===== src/hw/hfc_pkg.sv =====
// Shared constants of the host function code interpreter
// Functional notes
// - Packet: STX, address, direction, code, data, CR
// - 44H download acts silently, 55H upload replies
// - Drop message lacking CR within 200 ms
// - Addresses 0 to 4; never transmit unasked
// - Function code byte is upper-case ASCII letter
// - Fixed fields may lead with spaces or zeros; a time/date download holding any space is refused
// - Code 41H returns all fields in order
// - Code 42H replies displayed weight, six bytes
// - Code 43H replies gross weight, no point
// - Code 45H replies net weight, no point
// - Tare download obeys interlock; upload returns tare
// - Code 46H time/date field is sixteen bytes
// - Code 47H carries nine-digit sequence count
// - Code 48H clears print buffer to spaces
// - Code 51H returns last printed data buffer
// - Code 49H upload only, changes nothing
// - Status A: decimal, increment, fixed bits, parity
// - Status B: net, sign, over, motion, kg, powerup
// - Status C: print, expand, keyboard tare kg
// - Code 4CH setpoint uses seven-byte field
package hfc_pkg;
  // Framing characters
  localparam logic [7:0] CH_STX = 8'h02;
  localparam logic [7:0] CH_CR = 8'h0d;
  localparam logic [7:0] CH_SPACE = 8'h20;
  localparam logic [7:0] DIR_DOWN = 8'h44;
  localparam logic [7:0] DIR_UP = 8'h55;
  localparam logic [7:0] ADDR_LOW = 8'h30;
  localparam logic [7:0] ADDR_HIGH = 8'h34;
  // Function codes
  localparam logic [7:0] FC_ALL = 8'h41;
  localparam logic [7:0] FC_DISP = 8'h42;
  localparam logic [7:0] FC_GROSS = 8'h43;
  localparam logic [7:0] FC_TARE = 8'h44;
  localparam logic [7:0] FC_NET = 8'h45;
  localparam logic [7:0] FC_TIME = 8'h46;
  localparam logic [7:0] FC_SEQ = 8'h47;
  localparam logic [7:0] FC_PCLR = 8'h48;
  localparam logic [7:0] FC_STAT = 8'h49;
  localparam logic [7:0] FC_SETUP = 8'h4a;
  localparam logic [7:0] FC_CTRL = 8'h4b;
  localparam logic [7:0] FC_SETPT = 8'h4c;
  localparam logic [7:0] FC_IDENT = 8'h50;
  localparam logic [7:0] FC_LAST = 8'h51;
  // Field lengths in bytes
  localparam logic [4:0] LEN_WEIGHT = 5'h06;
  localparam logic [4:0] LEN_TIME = 5'h10;
  localparam logic [4:0] LEN_SEQ = 5'h09;
  localparam logic [4:0] LEN_STAT = 5'h06;
  localparam logic [4:0] LEN_SETUP = 5'h0c;
  localparam logic [4:0] LEN_CTRL = 5'h01;
  localparam logic [4:0] LEN_SETPT = 5'h07;
  localparam logic [4:0] LEN_IDENT = 5'h03;
  localparam logic [4:0] LEN_LAST = 5'h10;
  localparam int FIELD_MAX = 16;
  localparam logic [3:0] ALL_LAST = 4'ha;
  localparam logic [4:0] STAT_LOCAL = 5'h03;
  // Header byte positions of a reply
  localparam logic [1:0] HD_STX = 2'h0;
  localparam logic [1:0] HD_ADDR = 2'h1;
  localparam logic [1:0] HD_DIR = 2'h2;
  localparam logic [1:0] HD_CODE = 2'h3;
  // Message timer
  localparam int unsigned CLK_HZ = 100_000_000;
  localparam int unsigned MSG_TIMEOUT_MS = 200;
  localparam int unsigned MSG_TIMEOUT_CYC = MSG_TIMEOUT_MS * (CLK_HZ / 1000);
  localparam int TX_FIFO_DEPTH = 16;
  // Parser and reply sequencer states
  typedef enum logic [3:0] {
    S_IDLE = 4'h0,
    S_ADDR = 4'h1,
    S_DIR = 4'h2,
    S_CODE = 4'h3,
    S_DATA = 4'h4,
    S_HEAD = 4'h5,
    S_FETCH = 4'h6,
    S_PUSH = 4'h7,
    S_TAIL = 4'h8
  } state_t;
endpackage


===== src/hw/byte_stream_if.sv =====
// Valid/ready byte stream between the interpreter and its FIFO
`timescale 1ns/1ps
interface byte_stream_if #(parameter int W = 8);
  logic [W-1:0] data; // Payload
  logic valid; // Source offers data
  logic ready; // Sink takes data
  modport src (output data, output valid, input ready);
  modport snk (input data, input valid, output ready);
endinterface


===== src/hw/host_function_code_interpreter.sv =====
// Function code interpreter of the polled host serial port
`timescale 1ns/1ps
module host_function_code_interpreter #(
  parameter int unsigned MSG_TIMEOUT_CYC = hfc_pkg::MSG_TIMEOUT_CYC,
  parameter bit PARITY_ODD = 1'b0
) (
  input wire logic CORE_CLK,
  input wire logic RESET,
  input wire logic [7:0] RX_DATA,
  input wire logic RX_VALID,
  output logic [7:0] TX_DATA,
  output logic TX_VALID,
  input wire logic TX_READY,
  output logic [7:0] RD_CODE,
  output logic [4:0] RD_INDEX,
  input wire logic [7:0] RD_DATA,
  output logic DL_STROBE,
  output logic [7:0] DL_CODE,
  output logic [4:0] DL_LEN,
  output logic [127:0] DL_DATA,
  output logic MSG_TIMEOUT,
  output logic BUSY,
  input wire logic [2:0] DEC_POS,
  input wire logic [1:0] INC_SIZE,
  input wire logic NET_MODE,
  input wire logic NEG_SIGN,
  input wire logic OVER_CAP,
  input wire logic IN_MOTION,
  input wire logic KG_UNITS,
  input wire logic POWER_UP,
  input wire logic PRINT_MODE,
  input wire logic EXPAND_X10,
  input wire logic KBD_TARE_KG,
  input wire logic TARE_INTERLOCK_EN
);
  initial begin
    if (MSG_TIMEOUT_CYC < 2) $error("MSG_TIMEOUT_CYC too small");
  end

  // Interpreter state outside the timer and FIFO, registered as one word
  typedef struct packed {
    hfc_pkg::state_t st; // Parser or reply phase
    logic [7:0] addr; // Address byte of the request
    logic [7:0] code; // Function code of the request
    logic up; // Request is an upload
    logic [15:0][7:0] field; // Received data field
    logic [4:0] cnt; // Data bytes received
    logic ovf; // Field longer than any code allows
    logic [3:0] ci; // Position in the all-functions list
    logic [4:0] bi; // Byte index in current field
    logic [1:0] hi; // Header byte index
    logic dl_stb; // Download applied pulse
    logic [7:0] dl_code; // Code of applied download
    logic [4:0] dl_len; // Length of applied download
    logic [7:0] rd_code; // Field being fetched
    logic [4:0] rd_idx; // Byte being fetched
    logic tx_v; // Output byte held
    logic [7:0] tx_d; // Output byte
    logic tmo; // Timeout pulse
    logic busy; // Frame open or reply being sent
  } core_t;
  core_t r, n;

  byte_stream_if #(.W(8)) push_s ();
  byte_stream_if #(.W(8)) pop_s ();
  logic tmr_expired;
  logic [7:0] cur_code;
  logic [7:0] push_byte;
  logic frame_open;
  logic has_space;

  // Field length of each function code
  function automatic logic [4:0] len_of(input logic [7:0] c);
    case (c)
      hfc_pkg::FC_DISP, hfc_pkg::FC_GROSS, hfc_pkg::FC_TARE, hfc_pkg::FC_NET:
        len_of = hfc_pkg::LEN_WEIGHT;
      hfc_pkg::FC_TIME: len_of = hfc_pkg::LEN_TIME;
      hfc_pkg::FC_SEQ: len_of = hfc_pkg::LEN_SEQ;
      hfc_pkg::FC_STAT: len_of = hfc_pkg::LEN_STAT;
      hfc_pkg::FC_SETUP: len_of = hfc_pkg::LEN_SETUP;
      hfc_pkg::FC_CTRL: len_of = hfc_pkg::LEN_CTRL;
      hfc_pkg::FC_SETPT: len_of = hfc_pkg::LEN_SETPT;
      hfc_pkg::FC_IDENT: len_of = hfc_pkg::LEN_IDENT;
      hfc_pkg::FC_LAST: len_of = hfc_pkg::LEN_LAST;
      default: len_of = '0;
    endcase
  endfunction

  // Reply order of the all-functions request
  function automatic logic [7:0] all_code(input logic [3:0] i);
    case (i)
      4'h0: all_code = hfc_pkg::FC_DISP;
      4'h1: all_code = hfc_pkg::FC_GROSS;
      4'h2: all_code = hfc_pkg::FC_TARE;
      4'h3: all_code = hfc_pkg::FC_NET;
      4'h4: all_code = hfc_pkg::FC_STAT;
      4'h5: all_code = hfc_pkg::FC_SETUP;
      4'h6: all_code = hfc_pkg::FC_TIME;
      4'h7: all_code = hfc_pkg::FC_SEQ;
      4'h8: all_code = hfc_pkg::FC_IDENT;
      4'h9: all_code = hfc_pkg::FC_LAST;
      default: all_code = hfc_pkg::FC_SETPT;
    endcase
  endfunction

  // Direction check per code; unlisted codes fit neither direction
  function automatic logic dir_ok(input logic [7:0] c, input logic up);
    case (c)
      hfc_pkg::FC_ALL, hfc_pkg::FC_DISP, hfc_pkg::FC_GROSS, hfc_pkg::FC_NET,
      hfc_pkg::FC_STAT, hfc_pkg::FC_SETUP, hfc_pkg::FC_LAST:
        dir_ok = up;
      hfc_pkg::FC_PCLR, hfc_pkg::FC_CTRL:
        dir_ok = !up;
      hfc_pkg::FC_TARE, hfc_pkg::FC_TIME, hfc_pkg::FC_SEQ, hfc_pkg::FC_SETPT,
      hfc_pkg::FC_IDENT:
        dir_ok = 1'b1;
      default: dir_ok = 1'b0;
    endcase
  endfunction

  // Bit 7 carries parity over the seven data bits
  function automatic logic [7:0] with_parity(input logic [6:0] b);
    with_parity = {(^b) ^ PARITY_ODD, b};
  endfunction

  // Locally formatted status bytes A, B and C
  function automatic logic [7:0] stat_byte(input logic [1:0] i);
    case (i)
      2'h0: stat_byte = with_parity({1'b0, 1'b1, INC_SIZE, DEC_POS});
      2'h1: stat_byte = with_parity({POWER_UP, 1'b1, KG_UNITS, IN_MOTION,
                                     OVER_CAP, NEG_SIGN, NET_MODE});
      default: stat_byte = with_parity({KBD_TARE_KG, 1'b1, EXPAND_X10,
                                        PRINT_MODE, 3'h0});
    endcase
  endfunction

  // Field currently being sent back
  assign cur_code = (r.code == hfc_pkg::FC_ALL) ? all_code(r.ci) : r.code;
  assign frame_open = (r.st == hfc_pkg::S_ADDR) || (r.st == hfc_pkg::S_DIR) ||
                      (r.st == hfc_pkg::S_CODE) || (r.st == hfc_pkg::S_DATA);

  // Spaces are refused inside a time/date field
  always_comb begin
    has_space = 1'b0;
    for (int i = 0; i < hfc_pkg::FIELD_MAX; i++) begin
      if (5'(i) < r.cnt && r.field[i] == hfc_pkg::CH_SPACE) begin
        has_space = 1'b1;
      end
    end
  end

  // Byte offered to the reply FIFO in each sending phase
  always_comb begin
    push_byte = hfc_pkg::CH_CR;
    if (r.st == hfc_pkg::S_HEAD) begin
      case (r.hi)
        hfc_pkg::HD_STX: push_byte = hfc_pkg::CH_STX;
        hfc_pkg::HD_ADDR: push_byte = r.addr;
        hfc_pkg::HD_DIR: push_byte = hfc_pkg::DIR_UP;
        default: push_byte = r.code;
      endcase
    end else if (r.st == hfc_pkg::S_PUSH) begin
      if (cur_code == hfc_pkg::FC_STAT && r.bi < hfc_pkg::STAT_LOCAL) begin
        push_byte = stat_byte(r.bi[1:0]);
      end else begin
        push_byte = RD_DATA;
      end
    end
  end
  assign push_s.data = push_byte;
  assign push_s.valid = (r.st == hfc_pkg::S_HEAD) || (r.st == hfc_pkg::S_PUSH) ||
                        (r.st == hfc_pkg::S_TAIL);

  // Parser, dispatcher and reply sequencer
  always_comb begin
    n = r;
    n.dl_stb = 1'b0;
    n.tmo = 1'b0;
    case (r.st)
      hfc_pkg::S_IDLE: begin
        // Anything but a start character is dropped, so a trailing checksum is harmless
        if (RX_VALID && RX_DATA == hfc_pkg::CH_STX) begin
          n.st = hfc_pkg::S_ADDR;
        end
      end
      hfc_pkg::S_ADDR: begin
        if (RX_VALID) begin
          n.addr = RX_DATA;
          if (RX_DATA >= hfc_pkg::ADDR_LOW && RX_DATA <= hfc_pkg::ADDR_HIGH) begin
            n.st = hfc_pkg::S_DIR;
          end else begin
            n.st = hfc_pkg::S_IDLE;
          end
        end
      end
      hfc_pkg::S_DIR: begin
        if (RX_VALID) begin
          n.up = (RX_DATA == hfc_pkg::DIR_UP);
          if (RX_DATA == hfc_pkg::DIR_UP || RX_DATA == hfc_pkg::DIR_DOWN) begin
            n.st = hfc_pkg::S_CODE;
          end else begin
            n.st = hfc_pkg::S_IDLE;
          end
        end
      end
      hfc_pkg::S_CODE: begin
        if (RX_VALID) begin
          n.code = RX_DATA;
          n.cnt = '0;
          n.ovf = 1'b0;
          n.st = hfc_pkg::S_DATA;
        end
      end
      hfc_pkg::S_DATA: begin
        if (RX_VALID && RX_DATA == hfc_pkg::CH_CR) begin
          n.st = hfc_pkg::S_IDLE;
          if (!r.ovf && dir_ok(r.code, r.up)) begin
            if (r.up) begin
              n.st = hfc_pkg::S_HEAD;
              n.hi = '0;
              n.ci = '0;
              n.bi = '0;
            end else if (!(r.code == hfc_pkg::FC_TIME && has_space) &&
                         !(r.code == hfc_pkg::FC_TARE && TARE_INTERLOCK_EN && NET_MODE)) begin
              n.dl_stb = 1'b1;
              n.dl_code = r.code;
              n.dl_len = r.cnt;
            end
          end
        end else if (RX_VALID) begin
          // Padding is stored as received; spaces and zeros are both legal, but spaces later refuse a time/date download
          if (r.cnt == 5'(hfc_pkg::FIELD_MAX)) begin
            n.ovf = 1'b1;
          end else begin
            n.field[r.cnt[3:0]] = RX_DATA;
            n.cnt = r.cnt + 1'b1;
          end
        end
      end
      hfc_pkg::S_HEAD: begin
        if (push_s.ready) begin
          n.hi = r.hi + 1'b1;
          if (r.hi == hfc_pkg::HD_CODE) begin
            n.st = (len_of(cur_code) == '0) ? hfc_pkg::S_TAIL : hfc_pkg::S_FETCH;
          end
        end
      end
      hfc_pkg::S_FETCH: begin
        n.rd_code = cur_code;
        n.rd_idx = r.bi;
        n.st = hfc_pkg::S_PUSH;
      end
      hfc_pkg::S_PUSH: begin
        if (push_s.ready) begin
          n.bi = r.bi + 1'b1;
          n.st = hfc_pkg::S_FETCH;
          if (r.bi == len_of(cur_code) - 1'b1) begin
            n.bi = '0;
            if (r.code == hfc_pkg::FC_ALL && r.ci != hfc_pkg::ALL_LAST) begin
              n.ci = r.ci + 1'b1;
            end else begin
              n.st = hfc_pkg::S_TAIL;
            end
          end
        end
      end
      hfc_pkg::S_TAIL: begin
        if (push_s.ready) begin
          n.st = hfc_pkg::S_IDLE;
        end
      end
      default: n.st = hfc_pkg::S_IDLE;
    endcase
    // A new start character after the address resynchronises a half-received frame
    if (frame_open && r.st != hfc_pkg::S_ADDR && RX_VALID && RX_DATA == hfc_pkg::CH_STX) begin
      n.st = hfc_pkg::S_ADDR;
    end
    // Timer expiry throws the open frame away
    if (frame_open && tmr_expired) begin
      n.st = hfc_pkg::S_IDLE;
      n.tmo = 1'b1;
    end
    // Busy is registered so the port comes straight from a flop
    n.busy = (n.st != hfc_pkg::S_IDLE);
    // Output register reloads when it holds no byte or when the link has taken the held byte
    if (!r.tx_v || TX_READY) begin
      n.tx_v = pop_s.valid;
      n.tx_d = pop_s.valid ? pop_s.data : r.tx_d;
    end
  end
  assign pop_s.ready = !r.tx_v || TX_READY;

  always_ff @(posedge CORE_CLK or posedge RESET) begin
    if (RESET) begin
      r <= '0;
    end else begin
      r <= n;
    end
  end

  // Frame timer restarts on every start character, so a resynchronised frame gets its full time
  msg_timer #(.LIMIT(MSG_TIMEOUT_CYC)) u_timer (
    .clk(CORE_CLK),
    .rst(RESET),
    .start(RX_VALID && RX_DATA == hfc_pkg::CH_STX && (r.st == hfc_pkg::S_IDLE || frame_open)),
    .run(frame_open),
    .expired(tmr_expired)
  );

  // Reply bytes queue here; a stalled link holds the sequencer back
  stream_fifo #(.W(8), .DEPTH(hfc_pkg::TX_FIFO_DEPTH)) u_fifo (
    .clk(CORE_CLK),
    .rst(RESET),
    .fill(push_s),
    .drain(pop_s)
  );

  // All outputs come from registers
  assign TX_DATA = r.tx_d;
  assign TX_VALID = r.tx_v;
  assign RD_CODE = r.rd_code;
  assign RD_INDEX = r.rd_idx;
  assign DL_STROBE = r.dl_stb;
  assign DL_CODE = r.dl_code;
  assign DL_LEN = r.dl_len;
  assign DL_DATA = r.field;
  assign MSG_TIMEOUT = r.tmo;
  assign BUSY = r.busy;
endmodule


===== src/hw/msg_timer.sv =====
// Message timer that expires a frame left open too long
`timescale 1ns/1ps
module msg_timer #(
  parameter int unsigned LIMIT = hfc_pkg::MSG_TIMEOUT_CYC
) (
  input wire logic clk,
  input wire logic rst,
  input wire logic start,
  input wire logic run,
  output logic expired
);
  localparam int CW = $clog2(LIMIT + 1);
  initial begin
    if (LIMIT < 2) $error("msg_timer LIMIT too small");
  end
  typedef struct packed {
    logic [CW-1:0] cnt; // Cycles since frame start
    logic expired; // One-cycle expiry pulse
  } tmr_t;
  tmr_t r, n;
  // Count while a frame is open; restart on every start character
  always_comb begin
    n = r;
    n.expired = 1'b0;
    if (start) begin
      n.cnt = '0;
    end else if (run) begin
      if (r.cnt == CW'(LIMIT - 1)) begin
        n.expired = 1'b1;
        n.cnt = '0;
      end else begin
        n.cnt = r.cnt + 1'b1;
      end
    end else begin
      n.cnt = '0;
    end
  end
  always_ff @(posedge clk or posedge rst) begin
    if (rst) begin
      r <= '0;
    end else begin
      r <= n;
    end
  end
  assign expired = r.expired;
endmodule


===== src/hw/stream_fifo.sv =====
// Flip-flop FIFO between two valid/ready byte streams
`timescale 1ns/1ps
module stream_fifo #(
  parameter int W = 8,
  parameter int DEPTH = 16
) (
  input wire logic clk,
  input wire logic rst,
  byte_stream_if.snk fill,
  byte_stream_if.src drain
);
  localparam int AW = $clog2(DEPTH);
  initial begin
    if (DEPTH < 2 || (1 << AW) != DEPTH) $error("stream_fifo DEPTH must be a power of two");
  end
  typedef struct packed {
    logic [DEPTH-1:0][W-1:0] mem; // Storage
    logic [AW-1:0] wp; // Write index
    logic [AW-1:0] rp; // Read index
    logic [AW:0] cnt; // Words held
  } fifo_t;
  fifo_t r, n;
  logic wr, rd;
  // Full and empty come straight from the word count
  assign fill.ready = (r.cnt != (AW+1)'(DEPTH));
  assign drain.valid = (r.cnt != '0);
  assign drain.data = r.mem[r.rp];
  assign wr = fill.valid && fill.ready;
  assign rd = drain.valid && drain.ready;
  // Pointer and count update
  always_comb begin
    n = r;
    if (wr) begin
      n.mem[r.wp] = fill.data;
      n.wp = r.wp + 1'b1;
    end
    if (rd) begin
      n.rp = r.rp + 1'b1;
    end
    if (wr && !rd) begin
      n.cnt = r.cnt + 1'b1;
    end else if (rd && !wr) begin
      n.cnt = r.cnt - 1'b1;
    end
  end
  always_ff @(posedge clk or posedge rst) begin
    if (rst) begin
      r <= '0;
    end else begin
      r <= n;
    end
  end
endmodule

===== config.mk =====
export PLATFORM = sky130hd
export DESIGN_NAME = host_function_code_interpreter
export DESIGN_NICKNAME = d
export VERILOG_FILES = /design/src/hw/hfc_pkg.sv /design/src/hw/byte_stream_if.sv /design/src/hw/host_function_code_interpreter.sv /design/src/hw/msg_timer.sv /design/src/hw/stream_fifo.sv
export SDC_FILE = /design/constraint.sdc
export NUM_CORES = 1
export LEC_CHECK = 0
export ABC_AREA = 1
export BUFFER_PORTS_ARGS = -buffer_cell sky130_fd_sc_hd__buf_2
export CAP_MARGIN = 25
export CORE_ASPECT_RATIO = 0.9
export CORE_MARGIN = 1
export CORE_UTILIZATION = 64
export DETAILED_ROUTE_END_ITERATION = 10
export PLACE_DENSITY = 0.93
export REMOVE_ABC_BUFFERS = 1
export SLEW_MARGIN = 0
export SYNTH_ARGS = -nofsm -noshare
export SYNTH_HDL_FRONTEND = slang
export SYNTH_SLANG_ARGS = --single-unit

===== constraint.sdc =====
create_clock -name CORE_CLK -period 28.1 [get_ports CORE_CLK]
set_input_delay 1.405 -clock CORE_CLK [delete_from_list [all_inputs] [get_ports CORE_CLK]]
set_output_delay 1.405 -clock CORE_CLK [all_outputs]
set_load 0.01 [all_outputs]

## Word level (Yosys, flattened, before mapping)

Memory sizes are Yosys's and may differ from the RTL's.
Cells that the tools add are included.

| operators by class | value |
|---|---|
| add/subtract/negate cells | 10 |
| magnitude comparators | 24 |
| equality and inequality tests | 76 |
| mux-type cells | 85 |
| bitwise operators | 3 |
| reduce and logical (&&, ||, !) cells | 81 |

Operators with widths:

| kind | number |
|---|---|
| bitwise mux 128 bit | 2 |
| equality test 8 x 7 -> 1 bit, second input constant | 28 |
| equality test 8 x 6 -> 1 bit, second input constant | 16 |
| 2-to-1 mux 25 bit | 5 |
| demux 8 bit (select 4 bit) | 2 |
| 2-to-1 mux 4 bit | 14 |
| 2-to-1 mux 8 bit | 7 |
| 2-to-1 mux 14 bit | 3 |
| < comparator 4 x 5 -> 1 bit, first input constant | 8 |
| 2-to-1 mux 5 bit | 8 |
| logical AND 1 bit | 37 |
| one-hot mux 4 bit (9 select lines) | 1 |
| one-hot mux 5 bit (7 select lines) | 1 |
| binary-select mux 8 bit (select 4 bit) | 1 |
| adder 25 x 1 -> 25 bit, second input constant | 1 |
| equality test 25 bit, second input constant | 1 |
| AND reduction 5 bit | 5 |
| one-hot mux 8 bit (3 select lines) | 1 |
| 2-to-1 mux 1 bit | 23 |
| XOR reduction 7 bit | 3 |
| < comparator 3 x 5 -> 1 bit, first input constant | 4 |
| 2-to-1 mux 6 bit | 3 |
| 2-to-1 mux 9 bit | 2 |
| one-hot mux 9 bit (2 select lines) | 1 |
| 49 further kinds | 102 |

| storage, ports and cells | value |
|---|---|
| bits in registers | 371 |
| memory bits (read-only) | 80 |
| output and inout port bits | 166 |
| word-level logic and storage cells | 335 |
| memories kept | 1 |

Memory list:

| memory | words | width | rd ports | clocked after Yosys merged registers in | write ports | RTL line | source |
|---|---|---|---|---|---|---|---|
| (no name shown) | 16 | 5 | 1 | 0 | 0 | host_function_code_interpreter.sv:91 | `case (i)` |

## Longest topological paths before layout

Gate-level depths: netlist of run 1.

| logic depth | value |
|---|---|
| depth in word-level cells | 26 |
| gate-level depth with buffers | 28 |
| depth with buffers taken out | 28 |

## By module

From an unflattened synthesis of run 1, not the netlist that was laid out.

| second synthesis, totals | value |
|---|---|
| cell total of the unflattened synthesis | 2598 |
| area, all modules | 20483.4 um^2 |

Modules (own cells, without submodules):

| module | times used | cells each | area each (um^2) | sequential area each (um^2) |
|---|---|---|---|---|
| host_function_code_interpreter | 1 | 1332 | 11071.9 | 5104.9 |
| stream_fifo | 1 | 1067 | 7887.6 | 3528.4 |
| msg_timer | 1 | 199 | 1524.0 | 650.6 |

## Worst setup path after synthesis of run 1

OpenSTA, ideal clock, no wires.

| path | value |
|---|---|
| path kind | input port to flip-flop |
| start | in RX_DATA[4] |
| end | reg r[44] in the netlist's numbering |
| data arrival time | 2.930 ns |
| data required time | 27.982 ns |
| slack | 25.052 ns |
| stages on the path | 11 |
| cells stage by stage | nor2_1 -> nand2_1 -> nor3_1 -> nand2_1 -> nand2_1 -> nand4_1 -> inv_1 -> nand3_1 -> nor2_1 -> xor2_1 -> nor2_1 |

| on the way | value |
|---|---|
| word-level cells in the longest chain between the ends | 4 |

Ends and longest elaborated chain:

| item | RTL line | source |
|---|---|---|
| from (decl) | host_function_code_interpreter.sv:9 | `input wire logic [7:0] RX_DATA,` |
| equality test 8 x 4 -> 1 bit | host_function_code_interpreter.sv:215 | `if (RX_VALID && RX_DATA == hfc_pkg::CH_CR) begin` |
| logical AND 1 bit | host_function_code_interpreter.sv:215 |  |
| inequality test 2 x 1 -> 1 bit (no line) | n/a |  |
| AND reduction 5 bit (no line) | n/a |  |
| to (signal assigned) | host_function_code_interpreter.sv:297 | `r <= n;` |
| to (decl) | host_function_code_interpreter.sv:62 | `core_t r, n;` |

No other way between the ends.
A chain may end at the register's enable or synchronous reset.

## Worst setup path in the final report of run 1

| path | value |
|---|---|
| start | in RX_DATA[0] |
| end | reg r (netlist bit DL_DATA[43]) |

| on the way | value |
|---|---|
| word-level cells in the longest chain between the ends | 4 |

Ends and longest elaborated chain:

| item | RTL line |
|---|---|
| equality test 8 x 4 -> 1 bit | host_function_code_interpreter.sv:215 |
| logical AND 1 bit | host_function_code_interpreter.sv:215 |
| NOT 1 bit (no line) | n/a |
| AND reduction 4 bit (no line) | n/a |

No other way between the ends.

==> flow_metrics.env, run 1 <==
export IMPL_finClkSkew_ps=19.8
export IMPL_yosys_area_top_type="dfrtp_1"
export IMPL_ioPinCount=201
export IMPL_synth_area_um2=19000
export IMPL_synthCells=2258
export IMPL_setup_tns_ps=0
export IMPL_ys_ff_latch=371
export IMPL_r2r_cells=15
export IMPL_rrSetupSlack_ps=24610
export IMPL_post_dp_cell_area_um2=19000
export IMPL_fin_crit_sh=0.141
export IMPL_min_to="u_timer.r[1]"
export IMPL_cpMaxStageDelayCell="nand4_1"
export IMPL_crit_family="simple AND/OR/NAND/NOR gates"
export IMPL_synth_compound_area_frac=0.134
export IMPL_cp_num_buf_inv=2
export IMPL_hold_violations=0
export IMPL_fp_dieArea_um2=30300
export IMPL_synth_xor_area_share=0.0171
export IMPL_wl_met3_um=5610
export IMPL_maxUsedRoutingLayer="met4"
export IMPL_die_y_um=165
export IMPL_crit_type="in2reg"
export IMPL_vdd_drop_max_mv=0.0602
export IMPL_path_cells="buf_2 -> inv_1 -> nor2_1 -> nand3_1 -> nor3_1 -> nor4_4 -> nand4_1 -> o21ai_0"
export IMPL_timing_rr_end="u_fifo.r[104]"
export IMPL_antenna_left=0
export IMPL_fin_area_um2=20300
export IMPL_core_area_um2=29000
export IMPL_power_total_mw=1.32
export IMPL_rsz0062_at_grt="false"
export IMPL_synthArstFlopShare=1.00
export IMPL_wl_per_cell_um=19.3
export IMPL_max_freq_mhz=253
export IMPL_yosys_area_share_simple=0.205
export IMPL_num_vias=16500
export IMPL_yosysMostFrequentCell="nand2_1"
export IMPL_cts_resized=0
export IMPL_synth_adder_area_share=0.0182
export IMPL_insertion_delay_ps=530
export IMPL_clockBufferDepth=3
export IMPL_die_x_um=183
export IMPL_avgSynthCellArea_um2=8.40
export IMPL_drc=0
export IMPL_cts_max_level=2
export IMPL_relSlewSlack=0.300
export IMPL_grt_usage=0.344
export IMPL_synth_edf_count=0
export IMPL_dr_pass1_iters=7
export IMPL_critPathRequiredTime_ps=28500
export IMPL_slew_violations=0
export IMPL_gp_congestion=0.962
export IMPL_cap_violations=0
export IMPL_hold_buffers=0
export IMPL_fin_crit_ps=3950
export IMPL_drt_iter0_drc=2304
export IMPL_p_per_area_nw_per_um2=65.2
export IMPL_wl_met1_um=19100
export IMPL_wl_met2_um=24100
export IMPL_root_buffer="clkbuf_16"
export IMPL_cts_setup_buffers=0
export IMPL_ys_warn_count=0
export IMPL_grt_pass1_wl_um=81800
export IMPL_utilization=0.698
export IMPL_synthMuxAreaShare=0.0127
export IMPL_holdCritStartpoint="u_timer.r[1]"
export IMPL_ys_types=57
export IMPL_worst_ep_arrival_time_ps=4350
export IMPL_hp_class="reg2reg"
export IMPL_areaGrowthSynthToFinish_pct=6.83
export IMPL_rows=59
export IMPL_min_path_cells=1
export IMPL_grt_overflow_total=0
export IMPL_status="finished clean"
export IMPL_cts_tree="yes"
export IMPL_ys_flop_type="dfrtp_1"
export IMPL_synth_area_leaders="dfrtp_1 (49%), nand2_1 (10%), o21ai_0 (8.2%)"
export IMPL_vias_per_cell=6.17
export IMPL_antennaDiodeCount=0
export IMPL_dpl_hpwl_um=33900
export IMPL_antenna_found_initial=0
export IMPL_endpoint_kind="flip-flop"
export IMPL_synth_top_family_by_area="simple AND/OR/NAND/NOR gates"
export IMPL_clock_sinks=371
export IMPL_grt_pass1_vias=15700
export IMPL_max_stage_delay_ps=750
export IMPL_synth_top_area_share=0.490
export IMPL_grt_max_degree=119
export IMPL_critPathLaunchType="primary input"
export IMPL_drt_total_wl_um=51500
export IMPL_r2r_start="r[46]"
export IMPL_clkSlewWorstSetupHoldPaths_ps=60
export IMPL_fin_nets=2319
export IMPL_hold_ws_ps=461
export IMPL_p_leak_nw=9.75
export IMPL_io_buffers=200
export IMPL_seq_area_frac_synth=0.490
export IMPL_start_util=0.654
export IMPL_setup_violations_final=0
export IMPL_worst_pin_slew_ps=1050
export IMPL_cp_max_fo=20
export IMPL_numCtsBuffers=37
export IMPL_synth_common_cells="nand2_1 (517), dfrtp_1 (371), o21ai_0 (311)"
export IMPL_drive_gt1_frac=0.153
cell type report:
class,instances,area [µm²]
well taps,396,495
fillers,2012,8750
repair buffers,214,1170
clock inverters,12,149
inverters,200,761
multi-input cells,1433,7350
flip-flops and latches,371,9290
clock buffers,51,1060
worst max-delay path by stage:
stage / start / endpoint / slack, ps / depth (start not counted)
detailed placement: RESET / DL_CODE[0] / 23820 / 4
global placement: RESET / RD_INDEX[3] / 23910 / 4
floorplan: RESET / BUSY / 16390 / 1
global route: RX_DATA[0] / DL_DATA[40] / 23950 / 8
CTS: RX_DATA[0] / DL_DATA[41] / 24300 / 9
finish: RX_DATA[0] / DL_DATA[43] / 24150 / 8
worst register-to-register path, stage by stage, from the launching register on:
cell and delay, ps:
dfrtp_1 490, inv_2 100, ha_1 300, nand2_1 70, nand2_1 70, nor2_1 90
nor2_1 40, nand2_1 50, nand2_1 90, nor2_1 300, nand4_2 290, a211o_1 440
nand2_1 500, inv_1 240, nand2_1 150, o21ai_0 110
sequential cells by signal, summed over array words and instances (netlist names), 5 cells and up:
register and count:
DL_CODE 8, DL_DATA 128, DL_LEN 5, RD_INDEX 5, u_fifo.r 141, r 38, RD_CODE 8, u_timer.r 25
TX_DATA 8
where the power goes:
group	internal, mW	total [mW]	switching, mW	leakage, nW
registers	0.554	0.595	0.0415	4.52
clock network	0.291	0.501	0.210	0.596
logic	0.0732	0.224	0.151	4.63
total	0.918	1.32	0.403	9.75
routing by layer:
layer | track usage | vias to the layer above
met5 | 0 | -
met4 | 0.193 | 0
met2 | 0.546 | 1171
met3 | 0.0680 | 218
met1 | 0.448 | 7846
li1 | - | 7277
cell usage in the layout (no fill, tap or decap), drive strengths merged, types with 3 or more instances in the layout:
master	instances
clkbuf	51
xnor2	11
inv	198
nor4	41
mux2	17
clkinv	10
nor2	150
mux2i	5
dfrtp	371
nand2	527
or2	6
nand3	99
a21oi	50
nor3	28
bufinv	3
nor3b	7
and3	3
o221ai	3
nand4	25
o21a	14
xor2	26
a31oi	14
o32ai	3
o211ai	34
buf	214
ha	26
a21o	3
o21ai	319
logic make-up after synthesis:
| kind of cell | after synthesis |
|---|---|
| mux | 22 |
| simple gates | 888 |
| xor+xnor | 37 |
| buf+inv | 454 |
| fa+ha+maj | 27 |
| compound gates | 459 |
| flops | 371 |
through the flow:
step	worst slack, ps	std cells
2_1_floorplan	16390	2004
3_3_place_gp	23910	2609
3_5_place_dp	23820	2609
4_1_cts	24300	2672
5_1_grt	23950	2677
6_report	24150	2677
(Power assumes the default switching activity.)
==> run 2: changes to the inputs <==
- CORE_UTILIZATION: 64 -> 60
- PLACE_DENSITY: 0.93 -> 0.88
- clock period: 28.1 -> 3.7 ns (I/O delays scaled with it)
==> run 2 against run 1 <==
  * Flip-flop and latch count did not move
  * Sequential share of layout area fell by 0.79 points
  * Final area rose by 1.8%
  * Total power rose to 7.6 times the previous value
  * Largest cell class unchanged
  * First-iteration DRC count fell by 20%
==> flow_metrics.env, run 2 (same netlist as run 1, synthesis figures left out) <==
export IMPL_status="finished clean"
export IMPL_rows=61
export IMPL_clkSlewWorstSetupHoldPaths_ps=60
export IMPL_num_vias=16200
export IMPL_regMostFlops="u_fifo.r"
export IMPL_final_cell_mix="nand2_1 (517), dfrtp_1 (369), o21ai_0 (311)"
export IMPL_grt_usage=0.316
export IMPL_drt_total_wl_um=50700
export IMPL_fin_crit_ps=3210
export IMPL_largest_register_ffs=141
export IMPL_crit_type="reg2reg"
export IMPL_grt_overflow_total=0
export IMPL_grt_max_degree=137
export IMPL_cpMaxStageDelayCell="dfrtp_1"
export IMPL_wl_per_cell_um=18.6
export IMPL_slew_violations=0
export IMPL_dp_cells=2654
export IMPL_root_buffer="clkbuf_16"
export IMPL_cts_tree="yes"
export IMPL_hold_violations=0
export IMPL_drt_iter0_drc=1852
export IMPL_core_area_um2=31000
export IMPL_die_y_um=171
export IMPL_clockBufferDepth=3
export IMPL_start_util=0.612
export IMPL_cts_setup_buffers=0
export IMPL_relSlewSlack=0.289
export IMPL_cts_max_level=2
export IMPL_path_cells="nor2_1 -> inv_1 -> nor2_1 -> nand2_1 -> nor2_1 -> o21ai_0 -> a31oi_1 -> nand4_1 -> nand3_1 -> nand2_1 -> inv_1 -> nand2_1 -> nand2_1"
export IMPL_antenna_left=0
export IMPL_worst_pin_slew_ps=1070
export IMPL_die_x_um=189
export IMPL_ioPinCount=201
export IMPL_grt_pass1_wl_um=81300
export IMPL_final_cells=2733
export IMPL_numCtsBuffers=39
export IMPL_dpl_hpwl_um=34700
export IMPL_grt_pass1_vias=15700
export IMPL_setup_violations_final=0
export IMPL_p_leak_nw=9.94
export IMPL_p_per_area_nw_per_um2=487
export IMPL_cp_max_fo=20
export IMPL_critPathLaunchType="flip-flop"
export IMPL_endpoint_kind="flip-flop"
export IMPL_fin_crit_sh=0.867
export IMPL_clock_sinks=371
export IMPL_path_common_cell="nand2_1"
export IMPL_dr_pass1_iters=6
export IMPL_max_freq_mhz=312
export IMPL_critPathRequiredTime_ps=4170
export IMPL_antenna_found_initial=0
export IMPL_vdd_drop_max_mv=0.423
export IMPL_fp_dieArea_um2=32300
export IMPL_cap_violations=0
export IMPL_areaGrowthSynthToFinish_pct=8.72
export IMPL_hold_buffers=8
export IMPL_drive_gt1_frac=0.163
export IMPL_nFillCells=2391
export IMPL_io_buffers=200
export IMPL_layout_commonest_cell="nand2_1"
export IMPL_drc=0
export IMPL_rsz0062_at_grt="false"
export IMPL_insertion_delay_ps=540
export IMPL_hp_class="in2reg"
export IMPL_multi_input_area_um2=7350
export IMPL_finClkSkew_ps=24.2
export IMPL_worst_ep_arrival_time_ps=3680
export IMPL_vias_per_cell=5.91
export IMPL_fin_nets=2358
export IMPL_cts_resized=0
export IMPL_gp_congestion=0.979
export IMPL_register_area_um2=9290
export IMPL_antennaDiodeCount=0
export IMPL_max_stage_delay_ps=480
export IMPL_utilization=0.665
## run 2: cell types whose count changed in the layout (fill, tap and decap cells not counted), moves of 2 or more
cell and change:
buf_4 +27, dlygate4sd3_1 +8, clkbuf_1 +5, buf_12 +4, bufinv_16 -3, clkbuf_16 +3
clkinv_4 +3, buf_16 -2, clkinv_2 -2, inv_6 -2
## run 2: final timing paths
path | startpoint | to | slack (ps) | depth (start not counted)
setup / recovery | r[54] | DL_CODE[0] | 490 | 13
hold / removal | RX_DATA[2] | r[186] | 50 | 3
min in group asynchronous | RESET | DL_DATA[30] | 110 | 3
hold reg to reg | DL_CODE[6] | DL_CODE[6] | 460 | 1
max in group asynchronous | RESET | r[203] | 2450 | 5
setup reg to reg | r[54] | DL_CODE[0] | 490 | 13
## run 2: critical path, delay by kind of cell (launching register included)
family          cells  cell delay [ps]
buf+inv             2              580
flops               1              480
simple gates        9             1810
compound gates      2              260
## run 2: final cells by class
cell class	count	area share
flip-flops and latches	371	0.450
multi-input cells	1433	0.356
well taps	409	0.0248
repair buffers	251	0.0715
clock inverters	9	0.00358
clock buffers	60	0.0566
inverters	200	0.0369
## run 2: power by group
group	internal (mW)	switching [mW]	total [mW]
Sequential	4.21	0.205	4.41
Clock	2.18	1.62	3.80
Combinational	0.592	1.22	1.82
## run 2: metal layers
layer / GRT usage / part of all wire
met5: 0 / 0
met4: 0.142 / 0.045
met3: 0.0550 / 0.087
met2: 0.506 / 0.47
met1: 0.422 / 0.40
## run 2: metrics by stage
step	TNS [ps]	worst slack (ps)	hold slack [ps]	power, mW	instance area [µm²]
5_1_grt	0	206	45.6	10.4	20600
3_5_place_dp	0	573	456	6.24	19300
6_report	0	493	46.2	10.0	20600
2_1_floorplan	-2518060	-6790	306	5.60	17400
3_3_place_gp	0	692	445	6.16	19300
4_1_cts	0	550	5.67	10.0	20600
==> run 3: changes to the inputs <==
- RECOVER_POWER: default -> 100
==> run 3 against run 2 <==
  * The flow now finishes with violations (max-capacitance violations, max-slew violations)
  * First-iteration DRC count decreased by 4.8%
  * Critical path depth grew 3
  * Worst setup slack worse by 170 ps
  * Total power decreased by 0.29%
  * Count of clock-buffer cells in the layout stayed put
==> flow_metrics.env, run 3 (same netlist as run 1, synthesis figures left out) <==
export IMPL_status="finished, violations left"
export IMPL_violations="max-capacitance violations, max-slew violations"
export IMPL_die_y_um=171
export IMPL_fin_area_um2=20300
export IMPL_rsz0062_at_grt="false"
export IMPL_antenna_found_initial=0
export IMPL_insertion_delay_ps=540
export IMPL_num_vias=16200
export IMPL_grt_pass1_wl_um=81300
export IMPL_final_cell_mix="nand2_1 (517), dfrtp_1 (369), o21ai_0 (317)"
export IMPL_hold_buffers=8
export IMPL_grt_usage=0.316
export IMPL_grt_overflow_total=0
export IMPL_hold_violations=0
export IMPL_endpoint_kind="flip-flop"
export IMPL_drt_iter0_drc=1764
export IMPL_antenna_left=0
export IMPL_post_dp_cell_area_um2=19300
export IMPL_finClkSkew_ps=25.2
export IMPL_cts_max_level=2
export IMPL_nFillCells=2514
export IMPL_p_per_area_nw_per_um2=493
export IMPL_r2r_start="r[46]"
export IMPL_dpl_hpwl_um=34700
export IMPL_io_buffers=200
export IMPL_cts_resized=0
export IMPL_layout_commonest_cell="nand2_1"
export IMPL_regMostFlops="u_fifo.r"
export IMPL_numCtsBuffers=39
export IMPL_power_total_mw=10.0
export IMPL_fp_dieArea_um2=32300
export IMPL_slew_violations=215
export IMPL_drive_gt1_frac=0.0822
export IMPL_areaGrowthSynthToFinish_pct=6.95
export IMPL_gp_congestion=0.979
export IMPL_start_util=0.612
export IMPL_antennaDiodeCount=0
export IMPL_startpoint="r[46]"
export IMPL_drt_total_wl_um=50900
export IMPL_drc=0
export IMPL_cap_violations=2
export IMPL_setup_violations_final=0
export IMPL_ioPinCount=201
export IMPL_worst_ep_arrival_time_ps=3800
export IMPL_grt_max_degree=137
export IMPL_hp_class="in2reg"
export IMPL_crit_type="reg2reg"
export IMPL_max_freq_mhz=296
export IMPL_clockBufferDepth=3
export IMPL_utilization=0.655
export IMPL_dr_pass1_iters=7
export IMPL_largest_register_ffs=141
export IMPL_worst_pin_slew_ps=2090
export IMPL_dp_cells=2654
export IMPL_cts_setup_buffers=0
export IMPL_fin_crit_sh=0.914
export IMPL_grt_pass1_vias=15700
export IMPL_die_x_um=189
export IMPL_wl_per_cell_um=18.6
export IMPL_cts_tree="yes"
export IMPL_holdCritStartpoint="RX_DATA[2]"
export IMPL_cp_max_fo=12
export IMPL_clock_sinks=371
export IMPL_p_leak_nw=9.16
export IMPL_setup_tns_ps=0
export IMPL_final_cells=2733
export IMPL_fin_crit_ps=3380
export IMPL_critPathLaunchType="flip-flop"
export IMPL_relSlewSlack=-0.390
export IMPL_rows=61
export IMPL_core_area_um2=31000
export IMPL_vdd_drop_max_mv=0.417
export IMPL_vias_per_cell=5.91
export IMPL_critPathRequiredTime_ps=4120
export IMPL_fin_nets=2358
export IMPL_root_buffer="clkbuf_16"
export IMPL_clkSlewWorstSetupHoldPaths_ps=60
[run 3: through the flow]
step | setup slack (ps) | hold WS (ps)
after floorplan | -6790 | 306
after global placement | 692 | 445
after detailed placement | 573 | 456
after CTS | 550 | 5.67
after global routing | 115 | 45.6
final | 319 | 33.0
[run 3: critical path: stages, from the launching register on]
cell	delay [ps]
dfrtp_1	450
inv_1	120
ha_1	320
nand2_1	80
nand2_1	60
nor2_1	80
nor2_1	50
nand2_1	50
nand2_1	80
nor2_1	220
nand4_1	380
inv_1	320
nand4_1	130
o211ai_1	110
o21ai_0	260
buf_4	270
mux2_2	270
[run 3: path summary, 6_finish.rpt]
path                                end  slack (ps)  cells after the start
max                        u_fifo.r[97]         320                     16
min                              r[186]          30                      3
max reg2reg                u_fifo.r[97]         320                     16
min reg2reg                  DL_CODE[6]         470                      1
max in group asynchronous        r[203]         760                      5
min in group asynchronous   DL_DATA[30]         160                      3
[run 3: layer usage]
layer / GRT usage / up-vias / part of all wire / routed length, µm
met3: 0.0550 / 188 / 0.088 / 4470
met5: 0 / - / 0 / 0
met2: 0.506 / 862 / 0.46 / 23500
met1: 0.422 / 7761 / 0.40 / 20500
li1: - / 7348 / - / -
met4: 0.142 / 0 / 0.047 / 2400
[run 3: area by class of cell]
cell class                 instances  area (µm²)  share of cell area
sequential                       371        9290               0.458
multi-input combinational       1433        7330               0.361
clock buffer                      60        1170              0.0575
tap                              409         512              0.0252
clock inverter                     9        73.8             0.00364
timing repair buffer             251        1160              0.0572
inverter                         200         754              0.0372
[run 3: where the power goes]
| group | total [mW] | internal, mW | leakage [nW] | switching, mW |
|---|---|---|---|---|
| Sequential | 4.42 | 4.21 | 4.52 | 0.207 |
| Combinational | 1.78 | 0.563 | 4.03 | 1.22 |
| Clock | 3.80 | 2.18 | 0.606 | 1.62 |
| Total | 10.0 | 6.96 | 9.16 | 3.05 |
